--- config.mk ---
export PLATFORM = sky130hd
export DESIGN_NAME = trd_top
export DESIGN_NICKNAME = d
export VERILOG_FILES = /design/src/trd_sync.v /design/src/trd_top.v
export VERILOG_INCLUDE_DIRS = /design/src /design/src/common
export SDC_FILE = /design/constraint.sdc
export NUM_CORES = 1
export LEC_CHECK = 0
export ABC_CLOCK_PERIOD_IN_PS = 15400
export BUFFER_PORTS_ARGS = -buffer_cell sky130_fd_sc_hd__buf_2
export CORE_MARGIN = 2
export CORE_UTILIZATION = 40
export DETAILED_ROUTE_END_ITERATION = 6
export PLACE_DENSITY_LB_ADDON = 0.1
export SLEW_MARGIN = 25
export SYNTH_ARGS = -nofsm -noshare
export SYNTH_HDL_FRONTEND = slang
export SYNTH_SLANG_ARGS = --single-unit
export TNS_END_PERCENT = 1
--- constraint.sdc ---
create_clock -name sys_clk -period 15.4 [get_ports sys_clk]
set_input_delay 3.08 -clock sys_clk [delete_from_list [all_inputs] [get_ports sys_clk]]
set_output_delay 3.08 -clock sys_clk [all_outputs]
set_load 0.02 [all_outputs]
--- src/common/trd_defines.vh ---
`ifndef TRD_DEFINES_VH
`define TRD_DEFINES_VH
`define TRD_CLK_HZ        200000000
`define TRD_PWM_HZ        9000
`define TRD_PWM_PERIOD    (`TRD_CLK_HZ / `TRD_PWM_HZ)
`define TRD_TEMP_W        8
// Temperature code is degrees C offset by 20 (code = T - 20), saturating
`define TRD_CODE_25C      8'h05
// Duty per mille: 1000/162.3 per degree, offset from 20.1 C
`define TRD_DUTY_MIN_PM   10
`define TRD_DUTY_SLOPE_NUM 6161
`define TRD_DUTY_SLOPE_DEN 1000
`define TRD_DUTY_BIAS     100
`define TRD_PM_FULL       1000
`define TRD_BLANK_CYC     200
`define TRD_SYNC_W        5
`endif

--- src/trd_sync.v ---
`timescale 1ns/1ps
module trd_sync #(
  parameter W = 1
) (
  input  wire         sys_clk,
  input  wire         rst_b,
  input  wire [W-1:0] din,
  output reg  [W-1:0] dout
);
  reg [W-1:0] s1_r;
  reg [W-1:0] s2_r;
  reg [W-1:0] s3_r;
  integer i;

  // Three stages; output changes once stages two and three agree
  always @(posedge sys_clk or negedge rst_b)
  begin
    if (!rst_b)
    begin
      s1_r <= {W{1'b0}};
      s2_r <= {W{1'b0}};
      s3_r <= {W{1'b0}};
      dout <= {W{1'b0}};
    end
    else
    begin
      s1_r <= din;
      s2_r <= s1_r;
      s3_r <= s2_r;
      for (i = 0; i < W; i = i + 1)
        if (s2_r[i] == s3_r[i])
          dout[i] <= s3_r[i];
    end
  end
endmodule

--- src/trd_top.v ---
`timescale 1ns/1ps
`include "trd_defines.vh"
module trd_top #(
  parameter BLANK_CYC  = `TRD_BLANK_CYC,
  parameter PWM_PERIOD = `TRD_PWM_PERIOD
) (
  input  wire                   sys_clk,
  input  wire                   rst_b,
  input  wire                   gate_cmd,
  input  wire                   supply_above_rise,
  input  wire                   supply_above_fall,
  input  wire                   aux_five_volt_rail_ok,
  input  wire                   negative_bias_rail_ok,
  input  wire                   switch_overheat,
  input  wire                   driver_overheat,
  input  wire                   drain_negative,
  input  wire                   drain_forward,
  input  wire [`TRD_TEMP_W-1:0] temp_code,
  output reg                    switch_on_r,
  output reg                    rails_enable_r,
  output reg                    fault_b_r,
  output reg                    temp_pwm_r,
  output reg  [2:0]             diode_emulation_state_r
);
  localparam [2:0] ST_BLANK = 3'b001;
  localparam [2:0] ST_OFF   = 3'b010;
  localparam [2:0] ST_ON    = 3'b100;
  localparam [31:0] PM_TICK = PWM_PERIOD / `TRD_PM_FULL;

  wire [`TRD_SYNC_W-1:0] sy;
  wire [`TRD_TEMP_W-1:0] temp_s;
  // Asynchronous pins into the clock domain
  trd_sync #(.W(`TRD_SYNC_W)) u_sync_flags (
    .sys_clk (sys_clk),
    .rst_b   (rst_b),
    .din     ({gate_cmd, switch_overheat, driver_overheat, drain_negative, drain_forward}),
    .dout    (sy)
  );
  trd_sync #(.W(`TRD_TEMP_W)) u_sync_temp (
    .sys_clk (sys_clk),
    .rst_b   (rst_b),
    .din     (temp_code),
    .dout    (temp_s)
  );
  wire gate_s = sy[4];
  wire sw_hot = sy[3];
  wire drv_hot = sy[2];
  wire neg_s  = sy[1];
  wire fwd_s  = sy[0];

  wire [2:0] sup_s;
  trd_sync #(.W(3)) u_sync_sup (
    .sys_clk (sys_clk),
    .rst_b   (rst_b),
    .din     ({supply_above_rise, supply_above_fall,
               aux_five_volt_rail_ok & negative_bias_rail_ok}),
    .dout    (sup_s)
  );

  // Supply lockout: rails run after rise, stop below fall
  reg lockout_ok_r;
  reg ready_r;
  always @(posedge sys_clk or negedge rst_b)
  begin
    if (!rst_b)
    begin
      lockout_ok_r <= 1'b0;
      ready_r      <= 1'b0;
    end
    else
    begin
      if (sup_s[2])
        lockout_ok_r <= 1'b1;
      else if (!sup_s[1])
        lockout_ok_r <= 1'b0;
      ready_r <= lockout_ok_r & sup_s[0];
    end
  end

  wire overheat_any = sw_hot | drv_hot;
  always @(posedge sys_clk or negedge rst_b)
  begin
    if (!rst_b)
    begin
      rails_enable_r <= 1'b0;
      fault_b_r      <= 1'b0;
    end
    else
    begin
      rails_enable_r <= lockout_ok_r & ~drv_hot;
      fault_b_r      <= ready_r & ~overheat_any;
    end
  end

  // Overheat diode emulation
  reg        gate_d_r;
  reg        sw_hot_d_r;
  reg [15:0] blank_cnt_r;
  reg [2:0]  state_nxt;
  reg [15:0] blank_nxt;
  wire gate_fall = gate_d_r & ~gate_s;
  wire emul_act  = sw_hot & ~drv_hot & ready_r;
  always @*
  begin
    state_nxt = diode_emulation_state_r;
    blank_nxt = blank_cnt_r;
    if (!emul_act || !sw_hot_d_r)
    begin
      state_nxt = ST_OFF;
      blank_nxt = 16'h0000;
    end
    else if (gate_fall)
    begin
      state_nxt = ST_BLANK;
      blank_nxt = 16'h0000;
    end
    else
    begin
      case (diode_emulation_state_r)
        ST_BLANK:
        begin
          if (blank_cnt_r >= BLANK_CYC[15:0] - 16'h0001)
            state_nxt = ST_OFF;
          else
            blank_nxt = blank_cnt_r + 16'h0001;
        end
        ST_OFF:
          if (neg_s)
            state_nxt = ST_ON;
        ST_ON:
          if (fwd_s)
            state_nxt = ST_OFF;
        default:
          state_nxt = ST_OFF;
      endcase
    end
  end

  always @(posedge sys_clk or negedge rst_b)
  begin
    if (!rst_b)
    begin
      gate_d_r                <= 1'b0;
      sw_hot_d_r              <= 1'b0;
      blank_cnt_r             <= 16'h0000;
      diode_emulation_state_r <= ST_OFF;
    end
    else
    begin
      gate_d_r                <= gate_s;
      sw_hot_d_r              <= emul_act;
      blank_cnt_r             <= blank_nxt;
      diode_emulation_state_r <= state_nxt;
    end
  end

  // Switch drive
  always @(posedge sys_clk or negedge rst_b)
  begin
    if (!rst_b)
      switch_on_r <= 1'b0;
    else if (!ready_r || drv_hot)
      switch_on_r <= 1'b0;
    else if (emul_act)
      switch_on_r <= (state_nxt == ST_ON);
    else
      switch_on_r <= gate_s;
  end

  // Take the code only when two samples agree; bits may settle a cycle apart
  reg [`TRD_TEMP_W-1:0] temp_d_r;
  reg [`TRD_TEMP_W-1:0] temp_q_r;
  always @(posedge sys_clk or negedge rst_b)
  begin
    if (!rst_b)
    begin
      temp_d_r <= {`TRD_TEMP_W{1'b0}};
      temp_q_r <= {`TRD_TEMP_W{1'b0}};
    end
    else
    begin
      temp_d_r <= temp_s;
      if (temp_s == temp_d_r)
        temp_q_r <= temp_s;
    end
  end

  // Temperature PWM: per mille duty, latched once per period
  reg [31:0] tick_r;
  reg [9:0]  pm_cnt_r;
  reg [9:0]  duty_r;
  reg [23:0] lin;
  reg [9:0]  duty_nxt;
  always @*
  begin
    lin = 24'h000000;
    lin = ({16'h0000, temp_q_r} * 24'd`TRD_DUTY_SLOPE_NUM + 24'd`TRD_DUTY_BIAS)
          / 24'd`TRD_DUTY_SLOPE_DEN;
    if (temp_q_r < `TRD_CODE_25C)
      duty_nxt = 10'd`TRD_DUTY_MIN_PM;
    else if (lin > 24'd`TRD_PM_FULL)
      duty_nxt = 10'd`TRD_PM_FULL;
    else
      duty_nxt = lin[9:0];
  end

  always @(posedge sys_clk or negedge rst_b)
  begin
    if (!rst_b)
    begin
      tick_r     <= 32'h00000000;
      pm_cnt_r   <= 10'h000;
      duty_r     <= 10'h000;
      temp_pwm_r <= 1'b0;
    end
    else
    begin
      if (tick_r >= PM_TICK - 32'h00000001)
      begin
        tick_r <= 32'h00000000;
        if (pm_cnt_r == 10'd`TRD_PM_FULL - 10'h001)
        begin
          pm_cnt_r <= 10'h000;
          duty_r   <= duty_nxt;
        end
        else
          pm_cnt_r <= pm_cnt_r + 10'h001;
      end
      else
        tick_r <= tick_r + 32'h00000001;
      if (sw_hot | drv_hot)
        temp_pwm_r <= 1'b1;
      else
        temp_pwm_r <= (pm_cnt_r < duty_r);
    end
  end
endmodule

# Word level (Yosys, flattened, before mapping)
# Index checks and enable logic that the tools add are counted.
[totals]
input_bits = 19
wordCells = 113
ff_bits = 159
out_inout_bits = 7
[classes]
n_bitwise = 11
n_reduce_logical = 8
n_div = 1
muxes = 19
order_cmp = 5
addsub = 4
n_eq_ne = 24
mul = 1
[op_table]
columns = ["cell", "n"]
rows = [
  ["two-way mux 16 bit", 4],
  ["adder 32 x 1 -> 32 bit (second input constant)", 1],
  [">= comparator 32 x 5 -> 1 bit (second input constant)", 1],
  ["two-way mux 32 bit", 1],
  ["two-way mux 10 bit", 3],
  ["divider 24 x 10 -> 24 bit (second input constant)", 1],
  ["> comparator 24 x 10 -> 1 bit (second input constant)", 1],
  ["adder 21 x 7 -> 22 bit (second input constant)", 1],
  ["multiplier 8 x 13 -> 21 bit (second input constant)", 1],
  ["adder 16 x 1 -> 16 bit (second input constant)", 1],
  ["equality test 1 bit", 16],
  [">= comparator 16 x 8 -> 1 bit (second input constant)", 1],
  ["two-way mux 3 bit", 5],
  ["adder 10 x 1 -> 10 bit (second input constant)", 1],
  ["equality test 10 bit (second input constant)", 1],
  ["less-than comparator 10 bit", 1],
  ["case mux 3 bit (3 select lines)", 1],
  ["equality test 8 bit", 1],
  ["less-than comparator 8 x 3 -> 1 bit (second input constant)", 1],
  ["AND 1 bit", 7],
  ["equality test 3 bit (second input constant)", 2],
  ["two-way mux 1 bit", 5],
  ["AND reduction 2 bit", 2],
  ["equality test 3 x 1 -> 1 bit (second input constant)", 1],
  ["8 further kinds", 13],
]

# Depth between registers and ports, before layout
# Gate-level depths: netlist of run 1.
[depth]
word_depth = 9
depth_mapped = 46
mapped_depth_nobuf = 40

# By module
# A second synthesis of run 1 with hierarchy kept.
[hier_totals]
cells_unflattened = 1058
hier_area_um2 = 10568.9
[by_module_without_submodules]
columns = ["mod", "seq_area_each_um2", "cells_each", "area_per_inst_um2", "instances"]
rows = [
  ["trd_top", 2378.5, 978, 8787.2, 1],
  ["trd_sync (u_sync_temp)", 800.8, 40, 890.9, 1],
  ["trd_sync (u_sync_flags)", 500.5, 25, 556.8, 1],
  ["trd_sync (u_sync_sup)", 300.3, 15, 334.1, 1],
]

# Least setup slack after synthesis of run 1
# No wires, ideal clock.
[synth_path]
kind = "register to register"
from = "register temp_q_r[6]"
to = "register duty_r[0]"
arrival_ns = 10.641
setup_slack_ns = 4.638
setup_ns = 0.121
synth_period_minus_slack_ns = 10.762
required_ns = 15.279
path_buffers = 4
stages_incl_launch_ff = 43
path_cell_list = "dfrtp_1 inv_1 fa_1 inv_1 ha_1 ha_1 clkbuf_1 o21a_1 o221a_1 and3_1 or3_4 a221oi_1 o2111ai_2 o21a_1 o211a_4 or4_1 buf_2 a22o_4 [... 7 more ...] or3_4 o221ai_2 nor2_1 a31o_2 maj3_2 a211oi_2 a21oi_1 or2_1 buf_4 o21bai_2 xnor2_1 and2_1 o221a_1 or3_4 a21oi_2 mux2i_1 o41ai_2 a22o_1"
[synth_between]
elab_chain_len = 6
elab_cells_between_ends = 7
cone_classes = "add/sub (1); mul (1); div (1); order compare (2); mux (2)"
[synth_rtl]
columns = ["element", "line", "rtl"]
rows = [
  ["from (decl)", "trd_top.v:172", "reg [`TRD_TEMP_W-1:0] temp_q_r;"],
  ["from (signal assigned)", "trd_top.v:178", "temp_q_r <= {`TRD_TEMP_W{1'b0}};"],
  ["from (signal assigned)", "trd_top.v:184", "temp_q_r <= temp_s;"],
  ["multiplier 8 x 13 -> 21 bit (no source line)", "n/a", ""],
  ["adder 21 x 7 -> 22 bit (no source line)", "n/a", ""],
  ["divider 24 x 10 -> 24 bit (no source line)", "n/a", ""],
  ["> comparator 24 x 10 -> 1 bit (no source line)", "n/a", ""],
  ["two-way mux 10 bit", "trd_top.v:201", "else if (lin > 24'd`TRD_PM_FULL)"],
  ["two-way mux 10 bit (*)", "trd_top.v:199", "if (temp_q_r < `TRD_CODE_25C)"],
  ["to (signal assigned)", "trd_top.v:224", "duty_r <= duty_nxt;"],
  ["to (decl)", "trd_top.v:191", "reg [9:0] duty_r;"],
]
# Mark *: on every way between the ends. The rest lies on a longest branch, timed or not.
# A chain may end at the register's enable or synchronous reset.

# Worst setup path in the final report of run 1
# Same ends and word-level chain as after synthesis.

==> metrics, run 1 <==
status=complete, no violations; FILL cells=between 2,000 and 3,000; hold path depth=0; final slew viol count=0; first-pass GRT wire length=43,800 µm; sequential-to-total area share from yosys stat=around 36%; final worst-path cycle share=83.9%; core area=27,600 µm²; Hold Crit Class=reg -> reg; crit path capture type=register; #FFs+latches synth=159; R2R Setup Slk=2.47 ns; Max Freq=77.4 MHz; Reg clk slew, reported paths=0.07 ns; synthesized area=about 11,000 µm²; Sum Neg Setup Slack=0 ns; reg2reg path depth=38; post-synth top area share=35.5%; total grt overflow=0; CTS tree=yes; Post-synth ARST share=100%; max-cap violations=0; Syn Area/Cell=9.69 µm²; CP Data Required Time=15.71 ns; Die H=171 µm; vias in the first global route=about 8,500; Final Hold Vio Count=0; Setup Buffers After CTS=0; detailed-route DRC error count=0; Post-CTS Hold Buffers=0; Fin Clk Skew=0.0115 ns; 1st-iter DRT viols=640; kind of critical path=reg -> reg; routed vias/inst=5.64; Worst Path Arrival=13.24 ns; min-delay src=u_sync_temp.s1_r[5]; Slew @ Worst Pin=0.947 ns; Num CTS Buffers=17; WHS Endpoint=u_sync_temp.s2_r[5]; antenna-violating nets left=0; nature of the critical path startpoint=register; GR Util All Layers=18.4%; placer congestion estimate=~0.82; # H-tree levels=4; Initial Util=40.3%; initial antenna violation count=0; Clock Latency Late Sink=0.42 ns; Crit-path slowest cell=or4_1; share of cells above drive strength 1=~13%; clk buf depth=2; clk root buf=clkbuf_16; Die Wd=171 µm; reg2reg start=temp_q_r[6]; Synth cell types=approximately 120; final WL=26,100 µm; mean routed wirelength per cell=approximately 17 µm; unrepaired setup endpoints after global routing=no; via count=8,925; Synth Flop Type=dfrtp_1; minimum clock period=12.93 ns; Syn Inst Count=about 1,200; CP most frequent cell=o21ai_0; DP Wirelength=a little under 20,000 µm; largest net degree at the start of global routing=86; port bufs=25; clk sinks=159; Post-CTS Resized=0; Crit Reg-Reg Endpoint=duty_r[0]; Crit path largest cell delay=0.63 ns; IO Pins=26; EDFF count, synth=0; Area growth syn-to-layout=10.6%; diode count=0; nets=1,274; relative slew slack=between 30% and 40%; final setup violating endpoints=0; Synth top cells by count=158 x dfrtp_1, 77 x nor2_1, 72 x nand2_1, 61 x ha_1, 57 x o21ai_0; Die ar.=roughly 29,000 µm²; Synth area leader=dfrtp_1; row count=between 60 and 70; Area contributors post-synth=dfrtp_1 35%, ha_1 6.9%, xnor2_1 3.4%; first drt pass iteration count=6; YS warnings=0; CP Max Fanout=14; most common cell in the netlist=dfrtp_1
## critical path, delay by kind of cell, from the launching register on
family                     cells  cell delay, ns
xor gates and xnor gates       1            0.61
and+or+nand+nor               10            3.05
buffers and inverters          3            0.45
DFF                            1            0.48
adders and majority gates      3            1.08
muxes                          2            0.72
AOI/OAI and AO/OA             19            6.42
## logic make-up after synthesis
kind of cell,synth area share (%)
buffers and inverters,2.82
AO/OA/AOI/OAI,24.5
multiplexers,3.29
adder cells (fa/ha/maj),9.12
other,0.0337
XOR/XNOR,5.40
flip-flops,35.7
AND/OR/NAND/NOR,19.1
## worst max path at each step
stage | endpoint | startpoint | cells past startpoint
2_1_floorplan | duty_r[0] | temp_q_r[6] | 42
3_3_place_gp | duty_r[0] | temp_q_r[6] | 38
3_5_place_dp | duty_r[0] | temp_q_r[6] | 38
4_1_cts | duty_r[0] | temp_q_r[6] | 38
5_1_grt | duty_r[0] | temp_q_r[6] | 38
6_report | duty_r[0] | temp_q_r[6] | 38
## cells in the final DEF (no fill, tap or decap), drive strengths merged, types with 27 or more instances in the layout
cell type  instances
o21ai             74
a21oi             46
buf               28
nand2             73
inv               51
ha                61
nand3             43
conb              27
xnor2             45
nor2              80
nor3              41
dfrtp            158
## registers in the layout, summed over array words and instances (netlist names), 8 cells and up
name              count
u_sync_temp.s3_r      8
temp_q_r              8
duty_r               10
temp_d_r              8
tick_r               32
u_sync_temp.s1_r      8
u_sync_temp.s2_r      8
blank_cnt_r          16
pm_cnt_r             10
u_sync_temp.dout      8
## area by class of cell
class                   count  area (µm²)  area share, %
clock inverters            14         158           1.28
inverters                  42         158           1.28
flip-flops and latches    159        3980           32.3
well taps                 378         473           3.84
repair buffers             28         158           1.28
clock buffers              18         439           3.56
multi-input cells         943        6960           56.5
## metrics by stage
step	util (%)	cell area, µm²	setup slack (ns)	cells	hold WS, ns
global route	44.6	12300	1.44	1582	0.357
CTS	44.6	12300	2.20	1582	0.347
detailed placement	42.4	11700	2.25	1550	0.336
global placement	42.4	11700	2.22	1550	0.332
floorplan	-	11200	4.64	1176	0.331
finish	44.6	12300	2.47	1582	0.343
## layer usage
metal,vias to the layer above,wire (µm),track usage (%)
met1,4325,12900,25.9
met5,-,0,0
li1,4450,-,-
met2,133,12500,30.6
met3,17,567,1.87
met4,0,215,4.02
Power of run 1 is left out: the tool's default activity adds up to more than one toggle a clock period on the data nets, which glitch-free logic cannot reach.
==> run 2: changes to the inputs <==
ABC_CLOCK_PERIOD_IN_PS = 12050   (was 15400)
clock period = 12.05 ns   (was 15.4 ns; I/O delays follow)
==> run 2 against run 1 <==
Compared with the run above:
- final cell count grew 2.1%
- non-clock buffer count grew 34
- count of clock-buffer cells in the layout grew 2
- sequential share of layout area shrank 1.4 points
- cell area grew 4.6%
==> metrics, run 2 (same netlist as run 1, synthesis figures left out) <==
vias in the first global route=8,561; biggest regs=tick_r x32, blank_cnt_r x16; Post-CTS Hold Buffers=0; via count=9,089; detailed-route DRC error count=0; Most Crowded Layer GR=met2; R2R Setup Slk=0.57 ns; met3 Use GR=1.97%; Area growth syn-to-layout=15.7%; Top reg by flops=tick_r; relative slew slack=37.7%; IO Pins=26; final setup violating endpoints=0; final slew viol count=0; Die H=between 150 and 200 µm; commonest cells after routing, fill and taps aside=157 x dfrtp_1, 76 x nor2_1, 71 x nand2_1; minimum clock period=11.48 ns; final WL=26,100 µm; grt met2 use=30.5%; Worst Path Arrival=11.78 ns; CP most frequent cell=or3_4; commonest non-fill, non-tap cell in the layout=dfrtp_1; clk root buf=clkbuf_16; CP Max Fanout=13; DP Wirelength=19,600 µm; hold path depth=0; Layout Utilization=46.7%; row count=a little over 60; Crit Reg-Reg Endpoint=duty_r[0]; Max Freq=between 80 and 90 MHz; Initial Util=40.3%; placer congestion estimate=0.850; kind of critical path=reg -> reg; port bufs=25; Reg clk slew, reported paths=0.06 ns; Placed Instance Area=11,900 µm²; max-cap violations=0; reg2reg start=temp_q_r[5]; antenna-violating nets left=0; hold slack=around 0.35 ns; first-pass GRT wire length=43,700 µm; Fin Clk Skew=0.00739 ns; Crit path largest cell delay=0.59 ns; max reg flops=32; Clock Latency Late Sink=0.41 ns; clk buf depth=2; FILL cells=2,668; Die ar.=~29,000 µm²; CP Data Required Time=approximately 12 ns; total grt overflow=0; routed vias/inst=around 5.6; Sum Neg Setup Slack=0 ns; Crit-path slowest cell=or4_4; crit path capture type=register; nets=1,308; Slew @ Worst Pin=0.928 ns; share of cells above drive strength 1=a little under a fifth; Die Wd=171 µm; largest net degree at the start of global routing=between 90 and 100; WHS Endpoint=u_sync_temp.s2_r[2]; diode count=0; final worst-path cycle share=95.3%; first drt pass iteration count=5; GR Util All Layers=18.4%; core area=27,600 µm²; initial antenna violation count=0; mean routed wirelength per cell=16.2 µm; nature of the critical path startpoint=register; 1st-iter DRT viols=525; clk sinks=159; Hold Crit Class=reg -> reg; post-route cell area=12,900 µm²; Num CTS Buffers=17; met1 global-route usage=25.4%; Final Hold Vio Count=0; min-delay src=u_sync_temp.s1_r[2]; status=complete, no violations; CTS tree=yes; reg2reg path depth=38; # H-tree levels=4
[run 2: cell types whose count changed in the layout (fill, tap and decap cells not counted), moves of 4 or more]
cell        previous run  this run
xnor2_1               43        39
inv_8                  5         0
nor4_1                18        14
buf_4                  2        36
xnor2_2                2         6
clkinvlp_4             0         5
nor3_1                39        35
[run 2: worst max-delay path by stage]
stage | cells after the start | endpoint | start | slack, ns
2_1_floorplan | 42 | duty_r[0] | temp_q_r[6] | 1.29
3_3_place_gp | 38 | duty_r[0] | temp_q_r[6] | 0.06
3_5_place_dp | 38 | duty_r[0] | temp_q_r[6] | 0.06
4_1_cts | 38 | duty_r[0] | temp_q_r[6] | 0.02
5_1_grt | 39 | duty_r[0] | temp_q_r[5] | -0.02
6_report | 38 | duty_r[0] | temp_q_r[5] | 0.57
[run 2: critical path, delay by kind of cell (launching register included)]
kind,cells,cell delay [ns]
adder cells (fa/ha/maj),3,1.07
multiplexers,2,0.63
AO/OA/AOI/OAI,18,4.79
AND/OR/NAND/NOR,13,4.24
buffers and inverters,2,0.18
flip-flops,1,0.44
[run 2: area by class of cell]
type                            count  area [µm²]  share of cell area (%)
Clock inverter                     12         134                    1.04
Tap cell                          378         473                    3.67
Timing Repair Buffer               62         413                    3.20
Sequential cell                   159        3980                    30.9
Multi-Input combinational cell    943        7280                    56.4
Inverter                           42         158                    1.22
Clock buffer                       20         457                    3.54
[run 2: per-stage QoR]
stage | worst slack (ns) | std cells
floorplan | 1.29 | 1176
global placement | 0.0644 | 1571
detailed placement | 0.0565 | 1571
CTS | 0.0160 | 1603
global route | -0.0196 | 1616
finish | 0.568 | 1616
[run 2: metal layers]
metal	up-vias	share of wire [%]
li1	4517	-
met1	4386	48
met2	157	48
met3	29	2.2
met4	0	1.6
met5	-	0
[run 2: timing repair]
item / 4_1_cts / 5_1_grt
gates resized for setup: 0 / 60
buffers inserted: 0 / 13
setup endpoints to repair: 0 / 4
Power of run 2 is left out for the same reason.
==> run 3: changes to the inputs <==
SYNTH_HIERARCHICAL = 1   (was unset)
==> run 3 against run 2 <==
Compared with the run above:
- synthesized area down 5.1%
- flip-flop and latch count unchanged
- first-iteration DRC count down 14%
- clock skew up 0.012 ns
- global-route usage down 1.3 points
- worst setup slack better by 0.14 ns
- cell area down 5.8%
- register-to-register slack better by 0.14 ns
- routed wire length down 11%
- synthesized cell count down 8.0%
- critical path type unchanged
- critical endpoint unchanged
==> metrics, run 3 <==
port bufs=25; final slew viol count=0; CP Max Fanout=10; Die Wd=167 µm; commonest cells after routing, fill and taps aside=158 x dfrtp_1, 78 x nor2_1, 77 x nand2_1; vias in the first global route=7,810; Fin Clk Skew=~0.019 ns; clk buf depth=2; via count=about 8,200; min-delay src=u_sync_temp/s1_r[1]; grt met2 use=between 20% and 30%; CP Capture Point=duty_r[0]; Synth Flop Type=dfrtp_1; final WL=23,200 µm; commonest non-fill, non-tap cell in the layout=dfrtp_1; Top reg by flops=tick_r; reg2reg path depth=39; DP Wirelength=17,200 µm; met3 Use GR=2.54%; routed vias/inst=about 5.5; minimum clock period=11.34 ns; Slew @ Worst Pin=0.823 ns; first-pass GRT wire length=39,600 µm; nets=between 1,000 and 1,500; Reg clk slew, reported paths=0.07 ns; Synth area leader=dfrtp_1; final setup violating endpoints=0; Syn Inst Count=1,058; placer congestion estimate=just under 0.9; Synth top cells by count=158 x dfrtp_1, 80 x nor2_1, 77 x nand2_1, 61 x ha_1, 50 x a21oi_1; Crit Reg-Reg Endpoint=duty_r[0]; Num CTS Buffers=17; unrepaired setup endpoints after global routing=no; status=complete, no violations; Most Crowded Layer GR=met2; clk sinks=159; Worst Path Arrival=around 12 ns; Die ar.=27,700 µm²; 1st-iter DRT viols=450; first drt pass iteration count=5; R2R Setup Slk=0.71 ns; Area growth syn-to-layout=14.9%; post-synth top area share=37.4%; most common cell in the netlist=dfrtp_1; initial antenna violation count=0; CTS tree=yes; sequential-to-total area share from yosys stat=37.7%; synthesized area=10,600 µm²; biggest regs=tick_r x32, blank_cnt_r x16; EDFF count, synth=0; IO Pins=26; Area contributors post-synth=dfrtp_1 37%, ha_1 7.2%, xnor2_1 3.6%; row count=59; reg2reg start=temp_q_r[5]; Critical Path Source=temp_q_r[5]; Crit path largest cell delay=0.51 ns; core area=26,000 µm²; CP Data Required Time=approximately 12 ns; nature of the critical path startpoint=register; Clock Latency Late Sink=0.43 ns; Crit-path slowest cell=fa_1; diode count=0; Synth cell types=117; crit path capture type=register; Post-CTS Hold Buffers=0; Hold Crit Class=reg -> reg; #FFs+latches synth=159; detailed-route DRC error count=0; # H-tree levels=4; GR Util All Layers=between 10% and 20%; total grt overflow=0; Syn Area/Cell=~10 µm²; final worst-path cycle share=94.1%; met1 global-route usage=24.9%; largest net degree at the start of global routing=108; relative slew slack=a little under half; Final Hold Vio Count=0; max reg flops=32; Initial Util=40.7%; max-cap violations=0; share of cells above drive strength 1=18.5%; Max Freq=around 88 MHz; clk root buf=clkbuf_16; Sum Neg Setup Slack=0 ns; kind of critical path=reg -> reg; antenna-violating nets left=0; Die H=167 µm; Post-synth ARST share=100%; YS warnings=6; mean routed wirelength per cell=15.6 µm
## run 3: cell count changes after synthesis, moves of 8 or more
cell	change
maj3_2	+15
and3_1	-11
o211ai_1	+9
maj3_1	-12
a21oi_1	+9
nand4_1	-9
buf_2	-8
nor3_1	-20
a22oi_1	+8
mux2i_1	-8
o21ai_0	-28
a31oi_1	+11
## run 3: per-stage QoR
stage	area, µm²	utilization, %	worst slack [ns]	hold WS (ns)	cells
finish	12100	46.7	0.709	0.344	1484
detailed placement	11300	43.3	0.190	0.335	1444
global route	12100	46.7	0.0110	0.357	1484
floorplan	10700	-	1.81	0.331	1084
CTS	11900	45.7	0.145	0.341	1476
global placement	11300	43.3	0.299	0.332	1444
## run 3: routing by layer
metal	routed length [µm]	vias up
met2	10600	146
met5	0	-
li1	-	4081
met1	11900	3931
met4	191	0
met3	555	12
## run 3: worst min path at each step
stage	slack, ns	cells past startpoint	to
after floorplan	0.33	0	u_sync_flags/s2_r[0]
after global placement	0.33	0	u_sync_temp/s2_r[4]
after detailed placement	0.33	0	u_sync_sup/s2_r[1]
after CTS	0.34	0	u_sync_temp/s2_r[1]
after global routing	0.36	0	u_sync_sup/s2_r[0]
final	0.34	0	u_sync_temp/s2_r[1]
## run 3: logic make-up (layout without fill, tap and decap cells)
kind of cell             after synthesis  after routing  synth area share (%)
adder cells (fa/ha/maj)               86             86                  10.1
multiplexers                          30             30                  3.46
buffers and inverters                 58            123                  2.36
AND/OR/NAND/NOR                      361            361                  18.2
XOR/XNOR                              76             76                  6.87
other                                  1             27                0.0355
AO/OA/AOI/OAI                        287            287                  21.4
flip-flops                           159            159                  37.7
## run 3: repair_timing
item                                    CTS  global route
setup buffers                             0             8
endpoints found under the setup margin    0             2
resized for setup                         0            32
## run 3: cell type report
cell class,count,area [µm²]
inverters,38,143
clock buffers,17,425
multi-input cells,867,6650
flip-flops and latches,159,3980
well taps,335,419
fillers,2476,13800
clock inverters,15,190
repair buffers,53,344
## run 3: worst max-delay path, delay by kind of cell, from the launching register on
family | cells | cell delay (ns)
and+or+nand+nor | 6 | 1.95
buffers and inverters | 2 | 0.18
AOI/OAI and AO/OA | 22 | 5.86
muxes | 4 | 1.21
adders and majority gates | 3 | 1.16
xor gates and xnor gates | 2 | 0.38
DFF | 1 | 0.46
Power of run 3 is left out for the same reason.
